--- src/rtl/mcu_exec_pkg.sv ---
// Constants shared by the logic, rotate, subtract and skip execution unit.
package mcu_exec_pkg;
  localparam int DATA_W = 8;
  localparam int OPC_W = 5;
  localparam int REG_AW = 3;
  // Instruction codes presented on the request port.
  localparam logic [4:0] OP_OR_IMM = 5'h00;
  localparam logic [4:0] OP_OR_ACC = 5'h01;
  localparam logic [4:0] OP_OR_TO_MEM = 5'h02;
  localparam logic [4:0] OP_RETURN = 5'h03;
  localparam logic [4:0] OP_RETURN_LIT = 5'h04;
  localparam logic [4:0] OP_IRQ_RETURN = 5'h05;
  localparam logic [4:0] OP_ROT_LEFT = 5'h06;
  localparam logic [4:0] OP_ROT_LEFT_A = 5'h07;
  localparam logic [4:0] OP_ROT_LEFT_C = 5'h08;
  localparam logic [4:0] OP_ROT_LEFT_CA = 5'h09;
  localparam logic [4:0] OP_ROT_RIGHT = 5'h0a;
  localparam logic [4:0] OP_ROT_RIGHT_A = 5'h0b;
  localparam logic [4:0] OP_ROT_RIGHT_C = 5'h0c;
  localparam logic [4:0] OP_ROT_RIGHT_CA = 5'h0d;
  localparam logic [4:0] OP_SUB_BORROW = 5'h0e;
  localparam logic [4:0] OP_SUB_BORROW_IMM = 5'h0f;
  localparam logic [4:0] OP_SUB_BORROW_MEM = 5'h10;
  localparam logic [4:0] OP_DEC_SKIP = 5'h11;
  localparam logic [4:0] OP_DEC_SKIP_A = 5'h12;
  localparam logic [4:0] OP_INC_SKIP = 5'h13;
  localparam logic [4:0] OP_INC_SKIP_A = 5'h14;
  localparam logic [4:0] OP_SET_BYTE = 5'h15;
  localparam logic [4:0] OP_SET_BIT = 5'h16;
  localparam logic [4:0] OP_BIT_SKIP_NZ = 5'h17;
  localparam logic [4:0] OP_BYTE_SKIP_NZ = 5'h18;
  // Status flag bit positions.
  localparam int FLAG_W = 6;
  localparam int F_CARRY = 0;
  localparam int F_HALF = 1;
  localparam int F_ZERO = 2;
  localparam int F_OVF = 3;
  localparam int F_SIGN = 4;
  localparam int F_CHZ = 5;
  localparam int CTRL_EMI = 0;
  // Register port addresses.
  localparam logic [2:0] REG_ACC = 3'h0;
  localparam logic [2:0] REG_STATUS = 3'h1;
  localparam logic [2:0] REG_PC_LO = 3'h2;
  localparam logic [2:0] REG_PC_HI = 3'h3;
  localparam logic [2:0] REG_CTRL = 3'h4;
  localparam logic [2:0] REG_STK_HI = 3'h5;
  localparam logic [2:0] REG_STK_PUSH = 3'h6;
  // Reset values.
  localparam logic [7:0] ACC_RST = 8'h00;
  localparam logic [5:0] FLAGS_RST = 6'h00;
  localparam logic EMI_RST = 1'b0;
  localparam logic [7:0] ALL_ONES = 8'hff;
  // Instruction cycle counts.
  localparam int CYC_PLAIN = 1;
  localparam int CYC_LONG = 2;
endpackage

--- src/rtl/mcu_logic_rotate_skip_exec.sv ---
// Execution unit for OR, returns, rotates, subtract with borrow, set and skip instructions.
//
// Added by the designer: the address map and the plain strobed port.
`timescale 1ns/1ps

module mcu_logic_rotate_skip_exec #(
  parameter int PC_W = 13,
  parameter int ADDR_W = 9,
  parameter int STACK_DEPTH = 8,
  parameter logic [PC_W-1:0] IRQ_VECTOR = '0
) (
  input wire logic clk,
  input wire logic rst,
  input wire logic opValid,
  input wire logic [4:0] opCode,
  input wire logic [7:0] opImm,
  input wire logic [2:0] opBit,
  input wire logic [ADDR_W-1:0] opAddr,
  input wire logic [7:0] memRdata,
  input wire logic irqPending,
  output logic opReady,
  output logic instrDone,
  output logic skipTaken,
  output logic irqAck,
  output logic memWe,
  output logic [ADDR_W-1:0] memAddr,
  output logic [7:0] memWdata,
  output logic [7:0] accOut,
  output logic [5:0] flagsOut,
  output logic [PC_W-1:0] pcOut,
  output logic emiOut,
  input wire logic [2:0] regAddr,
  input wire logic [7:0] regWdata,
  input wire logic regWr,
  input wire logic regRd,
  output logic [7:0] regRdata
);
  localparam int SP_W = $clog2(STACK_DEPTH);

  typedef enum logic [1:0] {IDLE, DUMMY, IRQ_ENTRY} state_e;

  state_e state_ff;
  logic [7:0] acc_ff;
  logic [5:0] flags_ff;
  logic [PC_W-1:0] pc_ff;
  logic emi_ff;
  logic [PC_W-1:0] stack_ff [STACK_DEPTH];
  logic [SP_W-1:0] sp_ff;
  logic [PC_W-1:0] stkHi_ff;
  logic done_ff;
  logic skip_ff;
  logic irqAck_ff;
  logic memWe_ff;
  logic [ADDR_W-1:0] memAddr_ff;
  logic [7:0] memWdata_ff;
  logic [7:0] regRdata_ff;
  logic accept;
  logic takeIrq;
  logic [7:0] res;
  logic [5:0] nxt_flags;
  logic wrAcc;
  logic wrMem;
  logic skip;
  logic isRet;
  logic setEmi;
  logic [10:0] subRes;
  logic [7:0] subOp;
  logic [PC_W-1:0] popPc;

  // Difference with borrow, packed as {carry, half, overflow, result}.
  function automatic logic [10:0] subBorrow(input logic [7:0] a, input logic [7:0] b, input logic c);
    logic [8:0] full;
    logic [4:0] low;
    logic ov;
    full = {1'b0, a} - {1'b0, b} - {8'h00, ~c};
    low = {1'b0, a[3:0]} - {1'b0, b[3:0]} - {4'h0, ~c};
    ov = (a[7] != b[7]) && (full[7] != a[7]);
    return {~full[8], ~low[4], ov, full[7:0]};
  endfunction

  // Rotate by one place; the vacated bit is taken from fill.
  function automatic logic [7:0] rotL(input logic [7:0] v, input logic fill);
    return {v[6:0], fill};
  endfunction

  function automatic logic [7:0] rotR(input logic [7:0] v, input logic fill);
    return {fill, v[7:1]};
  endfunction

  // A pending interrupt, while the master enable is set, holds off new requests so it is entered first.
  assign takeIrq = (state_ff == IDLE) && irqPending && emi_ff;
  assign opReady = (state_ff == IDLE) && !takeIrq;
  assign accept = opValid && opReady;
  assign subOp = (opCode == mcu_exec_pkg::OP_SUB_BORROW_IMM) ? opImm : memRdata;
  assign subRes = subBorrow(acc_ff, subOp, flags_ff[mcu_exec_pkg::F_CARRY]);
  assign popPc = stack_ff[sp_ff - SP_W'(1)];

  // Instruction decode and datapath; flags start from their old values so untouched ones hold.
  always_comb begin
    res = memRdata;
    nxt_flags = flags_ff;
    wrAcc = 1'b0;
    wrMem = 1'b0;
    skip = 1'b0;
    isRet = 1'b0;
    setEmi = 1'b0;
    case (opCode)
      mcu_exec_pkg::OP_OR_IMM: begin
        res = acc_ff | opImm;
        wrAcc = 1'b1;
        nxt_flags[mcu_exec_pkg::F_ZERO] = (res == 8'h00);
      end
      mcu_exec_pkg::OP_OR_ACC: begin
        res = acc_ff | memRdata;
        wrAcc = 1'b1;
        nxt_flags[mcu_exec_pkg::F_ZERO] = (res == 8'h00);
      end
      mcu_exec_pkg::OP_OR_TO_MEM: begin
        res = acc_ff | memRdata;
        wrMem = 1'b1;
        nxt_flags[mcu_exec_pkg::F_ZERO] = (res == 8'h00);
      end
      mcu_exec_pkg::OP_RETURN: begin
        isRet = 1'b1;
      end
      mcu_exec_pkg::OP_RETURN_LIT: begin
        isRet = 1'b1;
        res = opImm;
        wrAcc = 1'b1;
      end
      mcu_exec_pkg::OP_IRQ_RETURN: begin
        isRet = 1'b1;
        setEmi = 1'b1;
      end
      mcu_exec_pkg::OP_ROT_LEFT, mcu_exec_pkg::OP_ROT_LEFT_A: begin
        res = rotL(memRdata, memRdata[7]);
        wrMem = (opCode == mcu_exec_pkg::OP_ROT_LEFT);
        wrAcc = !wrMem;
      end
      mcu_exec_pkg::OP_ROT_LEFT_C, mcu_exec_pkg::OP_ROT_LEFT_CA: begin
        res = rotL(memRdata, flags_ff[mcu_exec_pkg::F_CARRY]);
        nxt_flags[mcu_exec_pkg::F_CARRY] = memRdata[7];
        wrMem = (opCode == mcu_exec_pkg::OP_ROT_LEFT_C);
        wrAcc = !wrMem;
      end
      mcu_exec_pkg::OP_ROT_RIGHT, mcu_exec_pkg::OP_ROT_RIGHT_A: begin
        res = rotR(memRdata, memRdata[0]);
        wrMem = (opCode == mcu_exec_pkg::OP_ROT_RIGHT);
        wrAcc = !wrMem;
      end
      mcu_exec_pkg::OP_ROT_RIGHT_C, mcu_exec_pkg::OP_ROT_RIGHT_CA: begin
        res = rotR(memRdata, flags_ff[mcu_exec_pkg::F_CARRY]);
        nxt_flags[mcu_exec_pkg::F_CARRY] = memRdata[0];
        wrMem = (opCode == mcu_exec_pkg::OP_ROT_RIGHT_C);
        wrAcc = !wrMem;
      end
      mcu_exec_pkg::OP_SUB_BORROW, mcu_exec_pkg::OP_SUB_BORROW_IMM, mcu_exec_pkg::OP_SUB_BORROW_MEM: begin
        res = subRes[7:0];
        wrMem = (opCode == mcu_exec_pkg::OP_SUB_BORROW_MEM);
        wrAcc = !wrMem;
        // Chained zero only stays set while every byte of a multi-byte difference is zero.
        nxt_flags[mcu_exec_pkg::F_CARRY] = subRes[10];
        nxt_flags[mcu_exec_pkg::F_HALF] = subRes[9];
        nxt_flags[mcu_exec_pkg::F_OVF] = subRes[8];
        nxt_flags[mcu_exec_pkg::F_ZERO] = (subRes[7:0] == 8'h00);
        nxt_flags[mcu_exec_pkg::F_SIGN] = subRes[8] ^ subRes[7];
        nxt_flags[mcu_exec_pkg::F_CHZ] = (subRes[7:0] == 8'h00) && flags_ff[mcu_exec_pkg::F_CHZ];
      end
      mcu_exec_pkg::OP_DEC_SKIP, mcu_exec_pkg::OP_DEC_SKIP_A: begin
        res = memRdata - 8'h01;
        wrMem = (opCode == mcu_exec_pkg::OP_DEC_SKIP);
        wrAcc = !wrMem;
        skip = (res == 8'h00);
      end
      mcu_exec_pkg::OP_INC_SKIP, mcu_exec_pkg::OP_INC_SKIP_A: begin
        res = memRdata + 8'h01;
        wrMem = (opCode == mcu_exec_pkg::OP_INC_SKIP);
        wrAcc = !wrMem;
        skip = (res == 8'h00);
      end
      mcu_exec_pkg::OP_SET_BYTE: begin
        res = mcu_exec_pkg::ALL_ONES;
        wrMem = 1'b1;
      end
      mcu_exec_pkg::OP_SET_BIT: begin
        res = memRdata | (8'h01 << opBit);
        wrMem = 1'b1;
      end
      mcu_exec_pkg::OP_BIT_SKIP_NZ: begin
        skip = memRdata[opBit];
      end
      mcu_exec_pkg::OP_BYTE_SKIP_NZ: begin
        res = memRdata;
        wrMem = 1'b1;
        skip = (memRdata != 8'h00);
      end
      default: begin
        // Unknown codes retire as a single-cycle no-operation.
      end
    endcase
  end

  // Sequencer: returns and taken skips add a dummy slot, a pending interrupt gets an entry slot.
  always_ff @(posedge clk or posedge rst) begin
    if (rst) begin
      state_ff <= IDLE;
    end else if (takeIrq) begin
      state_ff <= IRQ_ENTRY;
    end else if (accept && (skip || isRet)) begin
      state_ff <= DUMMY;
    end else begin
      state_ff <= IDLE;
    end
  end

  // Completion, skip and interrupt-entry pulses.
  always_ff @(posedge clk or posedge rst) begin
    if (rst) begin
      done_ff <= 1'b0;
      skip_ff <= 1'b0;
      irqAck_ff <= 1'b0;
    end else begin
      done_ff <= (accept && !(skip || isRet)) || (state_ff == DUMMY);
      skip_ff <= accept && skip;
      irqAck_ff <= takeIrq;
    end
  end

  // Accumulator: instruction results take priority over a software write in the same cycle.
  always_ff @(posedge clk or posedge rst) begin
    if (rst) begin
      acc_ff <= mcu_exec_pkg::ACC_RST;
    end else if (accept && wrAcc) begin
      acc_ff <= res;
    end else if (regWr && regAddr == mcu_exec_pkg::REG_ACC) begin
      acc_ff <= regWdata;
    end
  end

  // Status flags.
  always_ff @(posedge clk or posedge rst) begin
    if (rst) begin
      flags_ff <= mcu_exec_pkg::FLAGS_RST;
    end else if (accept) begin
      flags_ff <= nxt_flags;
    end else if (regWr && regAddr == mcu_exec_pkg::REG_STATUS) begin
      flags_ff <= regWdata[5:0];
    end
  end

  // Master interrupt enable: hardware set beats a software clear, entry clears it.
  always_ff @(posedge clk or posedge rst) begin
    if (rst) begin
      emi_ff <= mcu_exec_pkg::EMI_RST;
    end else if (accept && setEmi) begin
      emi_ff <= 1'b1;
    end else if (takeIrq) begin
      emi_ff <= 1'b0;
    end else if (regWr && regAddr == mcu_exec_pkg::REG_CTRL) begin
      emi_ff <= regWdata[mcu_exec_pkg::CTRL_EMI];
    end
  end

  // Program counter: one step, two steps past a skipped instruction, a pop, or the vector.
  always_ff @(posedge clk or posedge rst) begin
    if (rst) begin
      pc_ff <= '0;
    end else if (takeIrq) begin
      pc_ff <= IRQ_VECTOR;
    end else if (accept && isRet) begin
      pc_ff <= popPc;
    end else if (accept) begin
      pc_ff <= pc_ff + (skip ? PC_W'(2) : PC_W'(1));
    end else if (regWr && regAddr == mcu_exec_pkg::REG_PC_LO) begin
      pc_ff <= {pc_ff[PC_W-1:8], regWdata};
    end else if (regWr && regAddr == mcu_exec_pkg::REG_PC_HI) begin
      pc_ff <= {regWdata[PC_W-9:0], pc_ff[7:0]};
    end
  end

  // Staged upper bits for a software push of a full return address.
  always_ff @(posedge clk or posedge rst) begin
    if (rst) begin
      stkHi_ff <= '0;
    end else if (regWr && regAddr == mcu_exec_pkg::REG_STK_HI) begin
      stkHi_ff <= {regWdata[PC_W-9:0], 8'h00};
    end
  end

  // Stack pointer wraps; overflow overwrites the oldest entry, as a circular stack does.
  always_ff @(posedge clk or posedge rst) begin
    if (rst) begin
      sp_ff <= '0;
    end else if (takeIrq) begin
      sp_ff <= sp_ff + SP_W'(1);
    end else if (accept && isRet) begin
      sp_ff <= sp_ff - SP_W'(1);
    end else if (regWr && regAddr == mcu_exec_pkg::REG_STK_PUSH) begin
      sp_ff <= sp_ff + SP_W'(1);
    end
  end

  // Stack storage needs no reset; only the pointer defines which entries are live.
  always_ff @(posedge clk) begin
    if (takeIrq) begin
      stack_ff[sp_ff] <= pc_ff;
    end else if (!(accept && isRet) && regWr && regAddr == mcu_exec_pkg::REG_STK_PUSH) begin
      stack_ff[sp_ff] <= {stkHi_ff[PC_W-1:8], regWdata};
    end
  end

  // Data memory write-back port, registered one cycle after the request is taken.
  always_ff @(posedge clk or posedge rst) begin
    if (rst) begin
      memWe_ff <= 1'b0;
      memAddr_ff <= '0;
      memWdata_ff <= 8'h00;
    end else begin
      memWe_ff <= accept && wrMem;
      if (accept && wrMem) begin
        memAddr_ff <= opAddr;
        memWdata_ff <= res;
      end
    end
  end

  // Register reads; unmapped addresses read as zero.
  always_ff @(posedge clk or posedge rst) begin
    if (rst) begin
      regRdata_ff <= 8'h00;
    end else if (regRd) begin
      case (regAddr)
        mcu_exec_pkg::REG_ACC: regRdata_ff <= acc_ff;
        mcu_exec_pkg::REG_STATUS: regRdata_ff <= {2'b00, flags_ff};
        mcu_exec_pkg::REG_PC_LO: regRdata_ff <= pc_ff[7:0];
        mcu_exec_pkg::REG_PC_HI: regRdata_ff <= 8'(pc_ff[PC_W-1:8]);
        mcu_exec_pkg::REG_CTRL: regRdata_ff <= {7'h00, emi_ff};
        mcu_exec_pkg::REG_STK_PUSH: regRdata_ff <= 8'(sp_ff);
        default: regRdata_ff <= 8'h00;
      endcase
    end else begin
      regRdata_ff <= 8'h00;
    end
  end

  assign instrDone = done_ff;
  assign skipTaken = skip_ff;
  assign irqAck = irqAck_ff;
  assign memWe = memWe_ff;
  assign memAddr = memAddr_ff;
  assign memWdata = memWdata_ff;
  assign accOut = acc_ff;
  assign flagsOut = flags_ff;
  assign pcOut = pc_ff;
  assign emiOut = emi_ff;
  assign regRdata = regRdata_ff;
endmodule

--- config.mk ---
export PLATFORM = sky130hd
export DESIGN_NAME = mcu_logic_rotate_skip_exec
export DESIGN_NICKNAME = d
export VERILOG_FILES = /design/src/rtl/mcu_exec_pkg.sv /design/src/rtl/mcu_logic_rotate_skip_exec.sv
export SDC_FILE = /design/constraint.sdc
export NUM_CORES = 1
export LEC_CHECK = 0
export ABC_AREA = 0
export BUFFER_PORTS_ARGS = -buffer_cell sky130_fd_sc_hd__buf_2
export CAP_MARGIN = 25
export CORE_ASPECT_RATIO = 0.6
export CORE_UTILIZATION = 60
export DETAILED_ROUTE_END_ITERATION = 10
export MAX_ROUTING_LAYER = met4
export PLACE_DENSITY = 0.81
export SYNTH_ARGS = -nofsm -noshare
export SYNTH_HDL_FRONTEND = slang
export SYNTH_SLANG_ARGS = --single-unit
--- constraint.sdc ---
create_clock -name clk -period 6.4 [get_ports clk]
set_input_delay 1.28 -clock clk [delete_from_list [all_inputs] [get_ports clk]]
set_output_delay 1.28 -clock clk [all_outputs]
set_load 0.02 [all_outputs]
-- Word-level counts from Yosys, hierarchy flattened
Memories as Yosys holds them, arrays and structs flattened.
Index checks and enable logic that the tools add are counted.
Widths: inputs -> output; s select.
- shift-type cells: 1
- add/subtract/negate cells: 9
- eq/ne operators: 37
- order comparisons: 1
- bitwise logic cells: 8
- mux-type cells: 39
- reduce and logical (&&, ||, !) cells: 64
- operators by type and width (cell ; count):
    $pmux 8 s12 ; 1
    $mux 13 ; 6
    $pmux 8 s6 ; 1
    $eq 5x5->1 const B ; 9
    $eq 5x4->1 const B ; 8
    $logic_not 8->1 ; 5
    $mux 8 ; 4
    $or 8x8->8 ; 3
    $logic_and 1x1->1 ; 22
    $eq 5x3->1 const B ; 4
    $pmux 1 s8 ; 2
    $reduce_or 2->1 ; 7
    $add 13x2->13 ; 1
    $mux 1 ; 13
    $mux 3 ; 4
    $mux 6 ; 2
    $eq 5x2->1 const B ; 2
    $logic_not 1->1 ; 10
    $eq 3x3->1 const B ; 3
    $reduce_or 3->1 ; 3
    $sub 8x8->9 ; 1
    $sub 9x1->9 ; 1
    $add 8x1->8 const B ; 1
    $reduce_and 2->1 ; 4
    32 further kinds ; 42
- output and inout bits: 58
- flip-flop bits (word level): 67
- memories: 1
- RAM bits: 104
- memories (memory ; words ; bits a word ; rd ports ; clocked after Yosys merged registers in ; wr ports ; line ; source):
    stack_ff ; 8 ; 13 ; 1 ; 0 ; 1 ; mcu_logic_rotate_skip_exec.sv:47 ; logic [PC_W-1:0] stack_ff [STACK_DEPTH];

-- Depth between registers and ports, before layout
Gate-level depths: netlist of run 1.
- depth in word-level cells: 14
- depth in mapped cells: 17

-- Worst setup path after synthesis of run 1
No wires, ideal clock.
- kind: input to register
- from: in opCode[2]
- to: reg memWdata_ff[6], in the netlist memWdata[6]
- arrival time: 4.661 ns
- required time: 6.275 ns
- cell stages on the path: 15
- path buffers: 4
- slack: 1.615 ns
- path through: buf_4 > buf_6 > buf_6 > clkbuf_1 > nand4_1 > mux2_2 > ha_1 > inv_1 > ha_1 > a21o_1 > a221oi_1 > xor2_1 > o2bb2ai_1 > o32a_1 > mux2_2
- longest elaborated chain between the ends: 5
- elaborated cells on any way between the ends: 37
- RTL lines (what ; line ; source):
    start, declared ; mcu_logic_rotate_skip_exec.sv:15 ; input wire logic [4:0] opCode,
    $eq 5x4->1 ; mcu_logic_rotate_skip_exec.sv:94, mcu_logic_rotate_skip_exec.sv:107 ;
    $mux 8 ; mcu_logic_rotate_skip_exec.sv:94 ; assign subOp = (opCode == mcu_exec_pkg::OP_SUB_BORROW_IMM) ? opImm : memRdata;
    $sub 8x8->9 ; mcu_logic_rotate_skip_exec.sv:75 ; full = {1'b0, a} - {1'b0, b} - {8'h00, ~c};
    $sub 9x1->9 ; mcu_logic_rotate_skip_exec.sv:75 ;
    $pmux 8 s12 ; mcu_logic_rotate_skip_exec.sv:107 ; case (opCode)
    end signal, assigned ; mcu_logic_rotate_skip_exec.sv:322 ; memWdata_ff <= res;
    end, declared ; mcu_logic_rotate_skip_exec.sv:55 ; logic [7:0] memWdata_ff;
Several ways; a longest one is shown, not always the timed one.
A chain may end at the register's enable or synchronous reset.

-- Worst setup path in the final report of run 1
- from: in opCode[0]
- to: reg flags_ff[3], in the netlist flagsOut[3]
- longest elaborated chain between the ends: 8
- elaborated cells on any way between the ends: 14
- RTL lines (what ; line ; source):
    $eq 5x4->1 ; mcu_logic_rotate_skip_exec.sv:94, mcu_logic_rotate_skip_exec.sv:107 ;
    $mux 8 ; mcu_logic_rotate_skip_exec.sv:94 ;
    $sub 8x8->9 ; mcu_logic_rotate_skip_exec.sv:75 ;
    $sub 9x1->9 ; mcu_logic_rotate_skip_exec.sv:75 ;
    $ne 1x1->1 ; mcu_logic_rotate_skip_exec.sv:77 ; ov = (a[7] != b[7]) && (full[7] != a[7]);
    $logic_and 1x1->1 ; mcu_logic_rotate_skip_exec.sv:77 ;
    $mux 3 ; mcu_logic_rotate_skip_exec.sv:107 ;
    $mux 6 ; mcu_logic_rotate_skip_exec.sv:244 ; end else if (accept) begin
    end signal, assigned ; mcu_logic_rotate_skip_exec.sv:243 ; flags_ff <= mcu_exec_pkg::FLAGS_RST;
    end signal, assigned ; mcu_logic_rotate_skip_exec.sv:245 ; flags_ff <= nxt_flags;
    end signal, assigned ; mcu_logic_rotate_skip_exec.sv:247 ; flags_ff <= regWdata[5:0];
    end, declared ; mcu_logic_rotate_skip_exec.sv:44 ; logic [5:0] flags_ff;
Several ways; a longest one is shown, not always the timed one. The select of a mux whose other input is x is not followed.

==> results.yml, run 1 <==
outcome:
  status: "complete, no violations"
run:
  maxCapViolations: 0
final_layout:
  drive_gt1_frac: 0.254
  area.growth.synth_to_final_pct: 13.1
  fillCellCount: 1181
  finalNonFillerCells: 1202
  fin_nets: 1035
clock_network:
  clk_pin_slew_ps: 80
  htreeDepth: 4
  ctsResizeCount: 0
  clock_path_buffers: 2
  cts.root.buffer_cell: "clkbuf_16"
  post_cts_buffers: 0
  cts_buffers: 17
  tritoncts: "done"
  cts_sinks: 170
  clk_latency_ps: 430
  postCtsHoldBufs: 0
power:
  seqPwrFrac: 0.350
  p_int_w: 0.00292
  p_sw_w: 0.00209
  total_power_w: 0.00501
  p_per_area_nw_per_um2: 444
  combPwrFrac: 0.433
  power.leakage_nw: 4.45
  worst_ir_drop_vdd_mv: 0.304
  switching_share: 0.417
  p_clk_frac: 0.217
worst_setup_path:
  rr_worst_depth: 5
  r2r_start: "emiOut"
  r2r_end: "stack_ff[0][12]"
  worstPathRequired_ps: 6720
  reg2reg_setup_slack_ps: 2950
  critPathArrivalTime_ps: 5260
  crit_type: "input port to flip-flop"
  critPathLaunchType: "input port"
  end_kind: "flip-flop"
  cp_max_fo: 24
hold_path:
  holdCritStartpoint: "memWdata[0]"
  hold_end: "memWdata[0]"
  worst_hold_path_type: "flip-flop to flip-flop"
  whs_path_depth: 2
synth:
  synth-seq-area-share: 0.478
  synth_cell_types: 78
  postSynthCellCount: 875
  avgSynthCellArea_sq_um: 11.4
  yosysWarnings: 0
  synthArstFlopShare: 0.388
  netlist_area_sq_um: 9980
  ys_ff_latch: 170
  synth_edf_count: 104
  syn_nets: 951
  synth_flop_cell: "edfxtp_1"
sta:
  finalSetupTns_ps: 0
  worstMarginPinSlew_ps: 1040
  setup_viol: 0
  rsz0062_at_grt: "false"
  finalCritPeriodShare: 0.773
  finalClockSkew_ps: 11.7
  slew_violations: 0
  hold_viol_final: 0
  timing.slew.headroom: 0.303
  period_minus_slack_ps: 4950
  setup_slack_ps: 1450
  fmax_ghz: 0.202
global_routing:
  grt_first_pass_wirelength_microns: 45900
  grt_util_met3: 0.124
  grt_util_met2: 0.499
  antenna_found_initial: 1
  grt_max_degree: 67
  grt_pass1_vias: 7473
  grt_use_total: 0.381
  grt-busiest-layer: "met1"
  grt_overflow_total: 0
  met1_usage: 0.560
floorplanning:
  ios: 108
  die_area_sq_um: 17200
  die-height_microns: 102
  initial_utilization: 0.614
  die_width_microns: 169
  rows: 36
  coreArea_sq_um: 16300
place:
  hpwlAfterDp_microns: 21800
  place_congestion: 1.05
  port_buffers: 107
  place_ws_ps: 1250
  dp.cells: 1167
routing:
  wl_per_cell_microns: 25.7
  drt_iter0_drc: 969
  dr.pass1.iters: 6
  finalWirelength_microns: 30900
  drc_errors: 0
  vias: 8244
  viasPerCell: 6.86
  antenna_left: 0
## layout make-up
| class | instances | area (sq um) | share of cell area |
|---|---|---|---|
| Inverter | 38 | 143 | 0.0126 |
| Antenna cell | 2 | 5.00 | 0.000443 |
| Tap cell | 228 | 285 | 0.0253 |
| Clock buffer | 17 | 425 | 0.0377 |
| Sequential cell | 170 | 4780 | 0.423 |
| Multi-Input combinational cell | 607 | 4770 | 0.423 |
| Timing Repair Buffer | 125 | 683 | 0.0605 |
| Clock inverter | 15 | 201 | 0.0178 |
## metal layers
layer | share of wire | routed length [microns]
met4 | 0.018 | 565
met5 | 0 | 0
met3 | 0.15 | 4680
met1 | 0.43 | 13300
met2 | 0.40 | 12400
## cells by family (layout without fill, tap and decap cells)
| logic type | count (synthesis) | in the layout | share of synthesized area |
|---|---|---|---|
| AO/OA/AOI/OAI | 202 | 202 | 0.145 |
| multiplexers | 94 | 94 | 0.142 |
| other | 0 | 2 | 0 |
| flip-flops | 170 | 170 | 0.478 |
| adder cells (fa/ha/maj) | 26 | 26 | 0.0349 |
| AND/OR/NAND/NOR | 257 | 257 | 0.130 |
| XOR/XNOR | 28 | 28 | 0.0246 |
| buffers and inverters | 98 | 195 | 0.0454 |
## critical path: stages
cell and delay [ps]:
buf_2 360, nor2b_1 270, nand4_1 460, mux2i_1 370, fa_1 480, ha_1 190, o21ai_0 490, a21boi_0 230
or4b_1 560, nand3_1 210, xnor2_1 90, o31ai_1 250
## power groups by stage
stage | clock network, W | logic, W | registers, W
6_report | 0.00109 | 0.00217 | 0.00176
5_1_grt | 0.00113 | 0.00230 | 0.00177
4_1_cts | 0.00109 | 0.00207 | 0.00178
3_5_place_dp | 0 | 0.00203 | 0.00180
3_3_place_gp | 0 | 0.00198 | 0.00179
2_1_floorplan | 0 | 0.00134 | 0.00181
## worst max path at each step
stage	slack, ps	to	start
4_1_cts	1660	pcOut[12]	opCode[1]
2_1_floorplan	1610	memWdata[6]	opCode[2]
5_1_grt	1290	memWdata[7]	opCode[0]
3_5_place_dp	1250	pcOut[12]	opCode[1]
3_3_place_gp	1350	flagsOut[3]	opCode[0]
6_report	1450	flagsOut[3]	opCode[0]
## metrics by stage
step,hold WS [ps],instance area [sq um],utilization
finish,484,11300,0.694
CTS,486,11300,0.693
detailed placement,469,10600,0.654
global route,506,11300,0.694
floorplan,475,9980,-
global placement,457,10600,0.653
## state kept, by name, summed over array words and instances (netlist names)
register / flops
stack_ff: 104
pcOut: 13
memAddr: 9
accOut: 8
memWdata: 8
regRdata: 8
flagsOut: 6
stkHi_ff: 5
sp_ff: 3
emiOut: 1
instrDone: 1
irqAck: 1
memWe: 1
skipTaken: 1
state_ff: 1
## synth_stat cells (17+ instances only)
| library cell | count | share of area |
|---|---|---|
| o21ai_0 | 31 | 0.016 |
| edfxtp_1 | 104 | 0.31 |
| nor2_1 | 51 | 0.019 |
| nand2_1 | 67 | 0.025 |
| mux2i_1 | 23 | 0.023 |
| clkbuf_1 | 25 | 0.0094 |
| buf_2 | 18 | 0.0090 |
| xnor2_1 | 17 | 0.015 |
| a21oi_1 | 30 | 0.015 |
| nor3_1 | 21 | 0.011 |
| dfrtp_1 | 66 | 0.17 |
| nor2b_1 | 18 | 0.011 |
| inv_1 | 38 | 0.014 |
| mux4_2 | 31 | 0.070 |
| nand3_1 | 24 | 0.012 |
| ha_1 | 23 | 0.029 |
| mux2_2 | 30 | 0.034 |
## cell usage in the layout (no fill, tap or decap), types with 12 or more instances in the layout
| master | instances |
|---|---|
| buf_2 | 107 |
| edfxtp_1 | 104 |
| nand2_1 | 67 |
| dfrtp_1 | 65 |
| nor2_1 | 49 |
| inv_1 | 37 |
| o21ai_0 | 31 |
| mux4_2 | 31 |
| a21oi_1 | 30 |
| mux2_2 | 30 |
| nand3_1 | 24 |
| mux2i_1 | 23 |
| ha_1 | 23 |
| nor2b_1 | 18 |
| nor3_1 | 18 |
| xnor2_1 | 17 |
| clkbuf_16 | 17 |
| buf_4 | 17 |
| a211oi_1 | 14 |
| nand2b_1 | 13 |
| a21o_1 | 12 |
(Power assumes the default switching activity.)
==> run 2: changes to the inputs <==
==> constraint.sdc (replaced) <==
create_clock -name clk -period 4.6 [get_ports clk]
set_input_delay 0.92 -clock clk [delete_from_list [all_inputs] [get_ports clk]]
set_output_delay 0.92 -clock clk [all_outputs]
set_load 0.02 [all_outputs]
==> results.yml, run 2 (synthesis results as in run 1) <==
floorplanning:
  rows: 36
  ios: 108
  initial_utilization: 0.614
  die_width_microns: 169
  die-height_microns: 102
  coreArea_sq_um: 16300
  die_area_sq_um: 17200
worst_setup_path:
  crit_slowest_cell: "or4_1"
  cp_max_fo: 6
  path_cells: "buf_2 > or4_1 > nor3_1 > a211oi_1 > a21oi_1 > o211ai_1 > buf_4 > inv_1 > ha_1 > fa_1 > nand3_1 > or3_1 > o31a_1 > o21ai_0 > a22o_1"
  rr_worst_depth: 9
  worstPathRequired_ps: 4970
  crit_type: "input port to flip-flop"
  critPathArrivalTime_ps: 4320
  end_kind: "flip-flop"
  max_stage_delay_ps: 600
  critPathLaunchType: "input port"
  reg2reg_setup_slack_ps: 1330
place:
  place_ws_ps: 316
  place_congestion: 1.04
  port_buffers: 107
  hpwlAfterDp_microns: 22600
  dp.cells: 1196
clock_network:
  postCtsHoldBufs: 0
  clk_pin_slew_ps: 80
  post_cts_buffers: 0
  cts_sinks: 170
  tritoncts: "done"
  cts_buffers: 17
  clock_path_buffers: 2
  ctsResizeCount: 0
  clk_latency_ps: 430
  htreeDepth: 4
  cts.root.buffer_cell: "clkbuf_16"
final_layout:
  area.growth.synth_to_final_pct: 14.9
  finalNonFillerCells: 1229
  largest-register: "stack_ff"
  diodes: 0
  drive_gt1_frac: 0.274
  fin_util: 0.705
  fin_nets: 1064
  most-common-layout-cells: "107 x buf_2, 104 x edfxtp_1, 67 x nand2_1"
  layout_commonest_cell: "buf_2"
  largest_reg_flops: 104
sta:
  worstMarginPinSlew_ps: 1010
  setup_slack_ps: 649
  finalClockSkew_ps: 16.4
  hold_viol_final: 0
  slew_violations: 0
  finalCritPeriodShare: 0.859
  finalSetupTns_ps: 0
  fmax_ghz: 0.253
  setup_viol: 0
  period_minus_slack_ps: 3950
  rsz0062_at_grt: "false"
  timing.slew.headroom: 0.323
global_routing:
  grt_max_degree: 48
  grt_use_total: 0.386
  grt_pass1_vias: 7579
  grt_first_pass_wirelength_microns: 46700
  antenna_found_initial: 0
  grt_overflow_total: 0
power:
  p_int_w: 0.00402
  combPwrFrac: 0.439
  worst_ir_drop_vdd_mv: 0.294
  p_clk_frac: 0.209
  p_sw_w: 0.00286
  switching_share: 0.415
  p_per_area_nw_per_um2: 600
  seqPwrFrac: 0.352
  total_power_w: 0.00688
  power.leakage_nw: 4.58
routing:
  wl_met3_microns: 4650
  drt_iter0_drc: 1131
  antenna_left: 0
  met2_length_microns: 12000
  highest_layer: "met4"
  viasPerCell: 6.70
  wl_per_cell_microns: 25.1
  met1_length_microns: 13600
  finalWirelength_microns: 30800
  dr.pass1.iters: 6
  vias: 8237
  drc_errors: 0
run:
  maxCapViolations: 0
outcome:
  status: "complete, no violations"
hold_path:
  worst_hold_path_type: "input port to asynchronous set/reset pin"
[run 2: cell count changes in the layout (fill, tap and decap cells not counted)]
cell and change:
diode_2 -2, buf_4 +29, bufinv_16 -1, clkinv_8 -2
clkinv_4 +3, inv_6 -1, nor2_1 +2, inv_12 +1
nor2_2 -2
[run 2: worst max-delay path, delay by kind of cell]
kind / cells / cell delay [ps]
simple gates: 4 / 1500
compound gates: 6 / 1130
fa+ha+maj: 2 / 400
buf+inv: 3 / 370
[run 2: worst paths after layout]
check / to / start
min in group clk: memWdata[1] / memWdata[1]
worst max-delay path: pcOut[12] / memRdata[4]
worst min-delay path: memAddr[7] / rst
worst max register to register: memWdata[7] / accOut[0]
worst min register to register: memWdata[1] / memWdata[1]
max in group asynchronous: sp_ff[0] / rst
[run 2: layer usage]
layer  track usage  up-vias
li1              -     3556
met1         0.578     3970
met2         0.480      659
met5             -        -
met3         0.144       52
met4        0.0993        0
[run 2: per-stage QoR]
stage / hold WS (ps) / instance area [sq um]
finish: 391 / 11500
global route: 407 / 11500
detailed placement: 463 / 10900
floorplan: 475 / 9980
global placement: 462 / 10900
CTS: 478 / 11500
[run 2: area by class of cell]
| cell class | count | area [sq um] |
|---|---|---|
| clock inverter | 15 | 173 |
| clock buffer | 17 | 425 |
| multi-input combinational | 607 | 4770 |
| inverter | 38 | 143 |
| timing repair buffer | 154 | 901 |
| tap | 228 | 285 |
| fill | 1161 | 4790 |
| sequential | 170 | 4780 |
[run 2: power by group through the flow]
stage	Clock (W)	Sequential, W	Combinational [W]
4_1_cts	0.00145	0.00240	0.00298
3_3_place_gp	0	0.00242	0.00288
2_1_floorplan	0	0.00252	0.00186
5_1_grt	0.00151	0.00244	0.00325
3_5_place_dp	0	0.00242	0.00295
6_report	0.00144	0.00242	0.00302
==> run 3: changes to the inputs <==
--- a/config.mk
+++ b/config.mk
@@ -9,10 +9,10 @@
 export BUFFER_PORTS_ARGS = -buffer_cell sky130_fd_sc_hd__buf_2
 export CAP_MARGIN = 25
 export CORE_ASPECT_RATIO = 0.6
-export CORE_UTILIZATION = 60
+export CORE_UTILIZATION = 50
 export DETAILED_ROUTE_END_ITERATION = 10
 export MAX_ROUTING_LAYER = met4
-export PLACE_DENSITY = 0.81
+export PLACE_DENSITY = 0.7
 export SYNTH_ARGS = -nofsm -noshare
 export SYNTH_HDL_FRONTEND = slang
 export SYNTH_SLANG_ARGS = --single-unit
==> results.yml, run 3 (synthesis results as in run 1) <==
sta:
  finalSetupTns_ps: 0
  finalClockSkew_ps: 12.0
  worstMarginPinSlew_ps: 947
  rsz0062_at_grt: "false"
  slew_violations: 0
  hold_viol_final: 0
  finalCritPeriodShare: 0.878
  period_minus_slack_ps: 4040
  timing.slew.headroom: 0.369
  fmax_ghz: 0.248
  setup_viol: 0
global_routing:
  grt_use_total: 0.323
  antenna_found_initial: 0
  grt_overflow_total: 0
  grt_max_degree: 39
  grt_pass1_vias: 7461
  grt_first_pass_wirelength_microns: 47000
clock_network:
  postCtsHoldBufs: 0
  cts.root.buffer_cell: "clkbuf_16"
  post_cts_buffers: 0
  ctsResizeCount: 0
  cts_buffers: 17
  cts_sinks: 170
  htreeDepth: 4
  clock_path_buffers: 2
  tritoncts: "done"
  clk_pin_slew_ps: 70
  clk_latency_ps: 430
routing:
  dr.pass1.iters: 6
  finalWirelength_microns: 31200
  viasPerCell: 6.42
  antenna_left: 0
  wl_per_cell_microns: 24.6
  drt_iter0_drc: 1251
  drc_errors: 0
  vias: 8114
floorplanning:
  die-height_microns: 111
  initial_utilization: 0.518
  ios: 108
  die_area_sq_um: 20500
  die_width_microns: 184
  coreArea_sq_um: 19300
  rows: 39
final_layout:
  diodes: 0
  area.growth.synth_to_final_pct: 15.0
  largest_reg_flops: 104
  layout_commonest_cell: "buf_2"
  most-common-layout-cells: "107 x buf_2, 104 x edfxtp_1, 67 x nand2_1"
  fin_nets: 1061
  fillCellCount: 1603
  drive_gt1_frac: 0.271
  largest-register: "stack_ff"
power:
  seqPwrFrac: 0.351
  total_power_w: 0.00689
  combPwrFrac: 0.439
  power.leakage_nw: 4.56
  switching_share: 0.407
  p_per_area_nw_per_um2: 601
  p_int_w: 0.00409
  p_sw_w: 0.00281
  worst_ir_drop_vdd_mv: 0.295
  p_clk_frac: 0.210
worst_setup_path:
  worstPathRequired_ps: 4920
  crit_family: "simple AND/OR/NAND/NOR gates"
  worstPathBufferInverterCount: 2
  cp_max_fo: 5
  max_stage_delay_ps: 600
  critPathLaunchType: "input port"
  crit_type: "input port to flip-flop"
  path_cells: "buf_2 > or4_1 > nor3_1 > a211oi_1 > a21oi_1 > o211ai_1 > inv_1 > ha_1 > fa_1 > nand3_1 > or3_1 > nor2_1 > nor2_1 > a21o_1 > a22o_1"
  end_kind: "flip-flop"
  crit_path_frequent_cell: "nor2_1"
  critPathArrivalTime_ps: 4360
  crit_slowest_cell: "or4_1"
hold_path:
  worst_hold_path_type: "flip-flop to flip-flop"
place:
  hpwlAfterDp_microns: 23100
  place_congestion: 1.08
  port_buffers: 107
outcome:
  status: "complete, no violations"
run:
  maxCapViolations: 0
[run 3: cell count changes in the layout (fill, tap and decap cells not counted), sizes merged]
cell    previous run  this run
clkinv             7         5
buf              154       151
bufinv             0         2
[run 3: worst paths after layout]
check | start | to | slack, ps | cells after the start
hold reg to reg | memWdata[0] | memWdata[0] | 480 | 2
min in group asynchronous | rst | memAddr[1] | 590 | 2
setup / recovery | memRdata[4] | pcOut[12] | 560 | 15
hold / removal | memWdata[0] | memWdata[0] | 480 | 2
setup reg to reg | accOut[0] | memWdata[7] | 1290 | 9
max in group asynchronous | rst | accOut[6] | 3030 | 3
[run 3: cell type report]
cell class / instances / area, sq um / area share
Sequential cell: 170 / 4780 / 0.416
Multi-Input combinational cell: 607 / 4770 / 0.416
Timing Repair Buffer: 151 / 866 / 0.0754
Clock buffer: 17 / 425 / 0.0371
Tap cell: 266 / 333 / 0.0290
Clock inverter: 15 / 160 / 0.0140
Inverter: 38 / 143 / 0.0124
[run 3: metal layers]
layer / share of wire / vias to the layer above / global-route usage
li1: - / 3545 / -
met1: 0.46 / 3944 / 0.501
met2: 0.38 / 584 / 0.385
met3: 0.15 / 41 / 0.129
met4: 0.012 / 0 / 0.0617
met5: 0 / - / -
[run 3: worst register-to-register path, delay by kind of cell (launching register included)]
family / cells / cell delay [ps]
compound gates: 4 / 1100
fa+ha+maj: 2 / 790
simple gates: 2 / 790
flops: 1 / 500
buf+inv: 1 / 60
[run 3: power by group through the flow]
stage / registers [W] / clock network (W) / logic (W)
floorplan: 0.00252 / 0 / 0.00186
detailed placement: 0.00243 / 0 / 0.00295
global route: 0.00245 / 0.00153 / 0.00326
global placement: 0.00243 / 0 / 0.00292
CTS: 0.00240 / 0.00146 / 0.00299
finish: 0.00242 / 0.00145 / 0.00302
[run 3: through the flow]
step	worst slack [ps]	utilization	instances	cell area, sq um	hold WS, ps
floorplan	175	-	875	9980	475
global placement	347	0.565	1232	10900	463
detailed placement	239	0.565	1232	10900	471
CTS	666	0.595	1264	11500	486
global route	409	0.595	1264	11500	506
finish	562	0.595	1264	11500	482
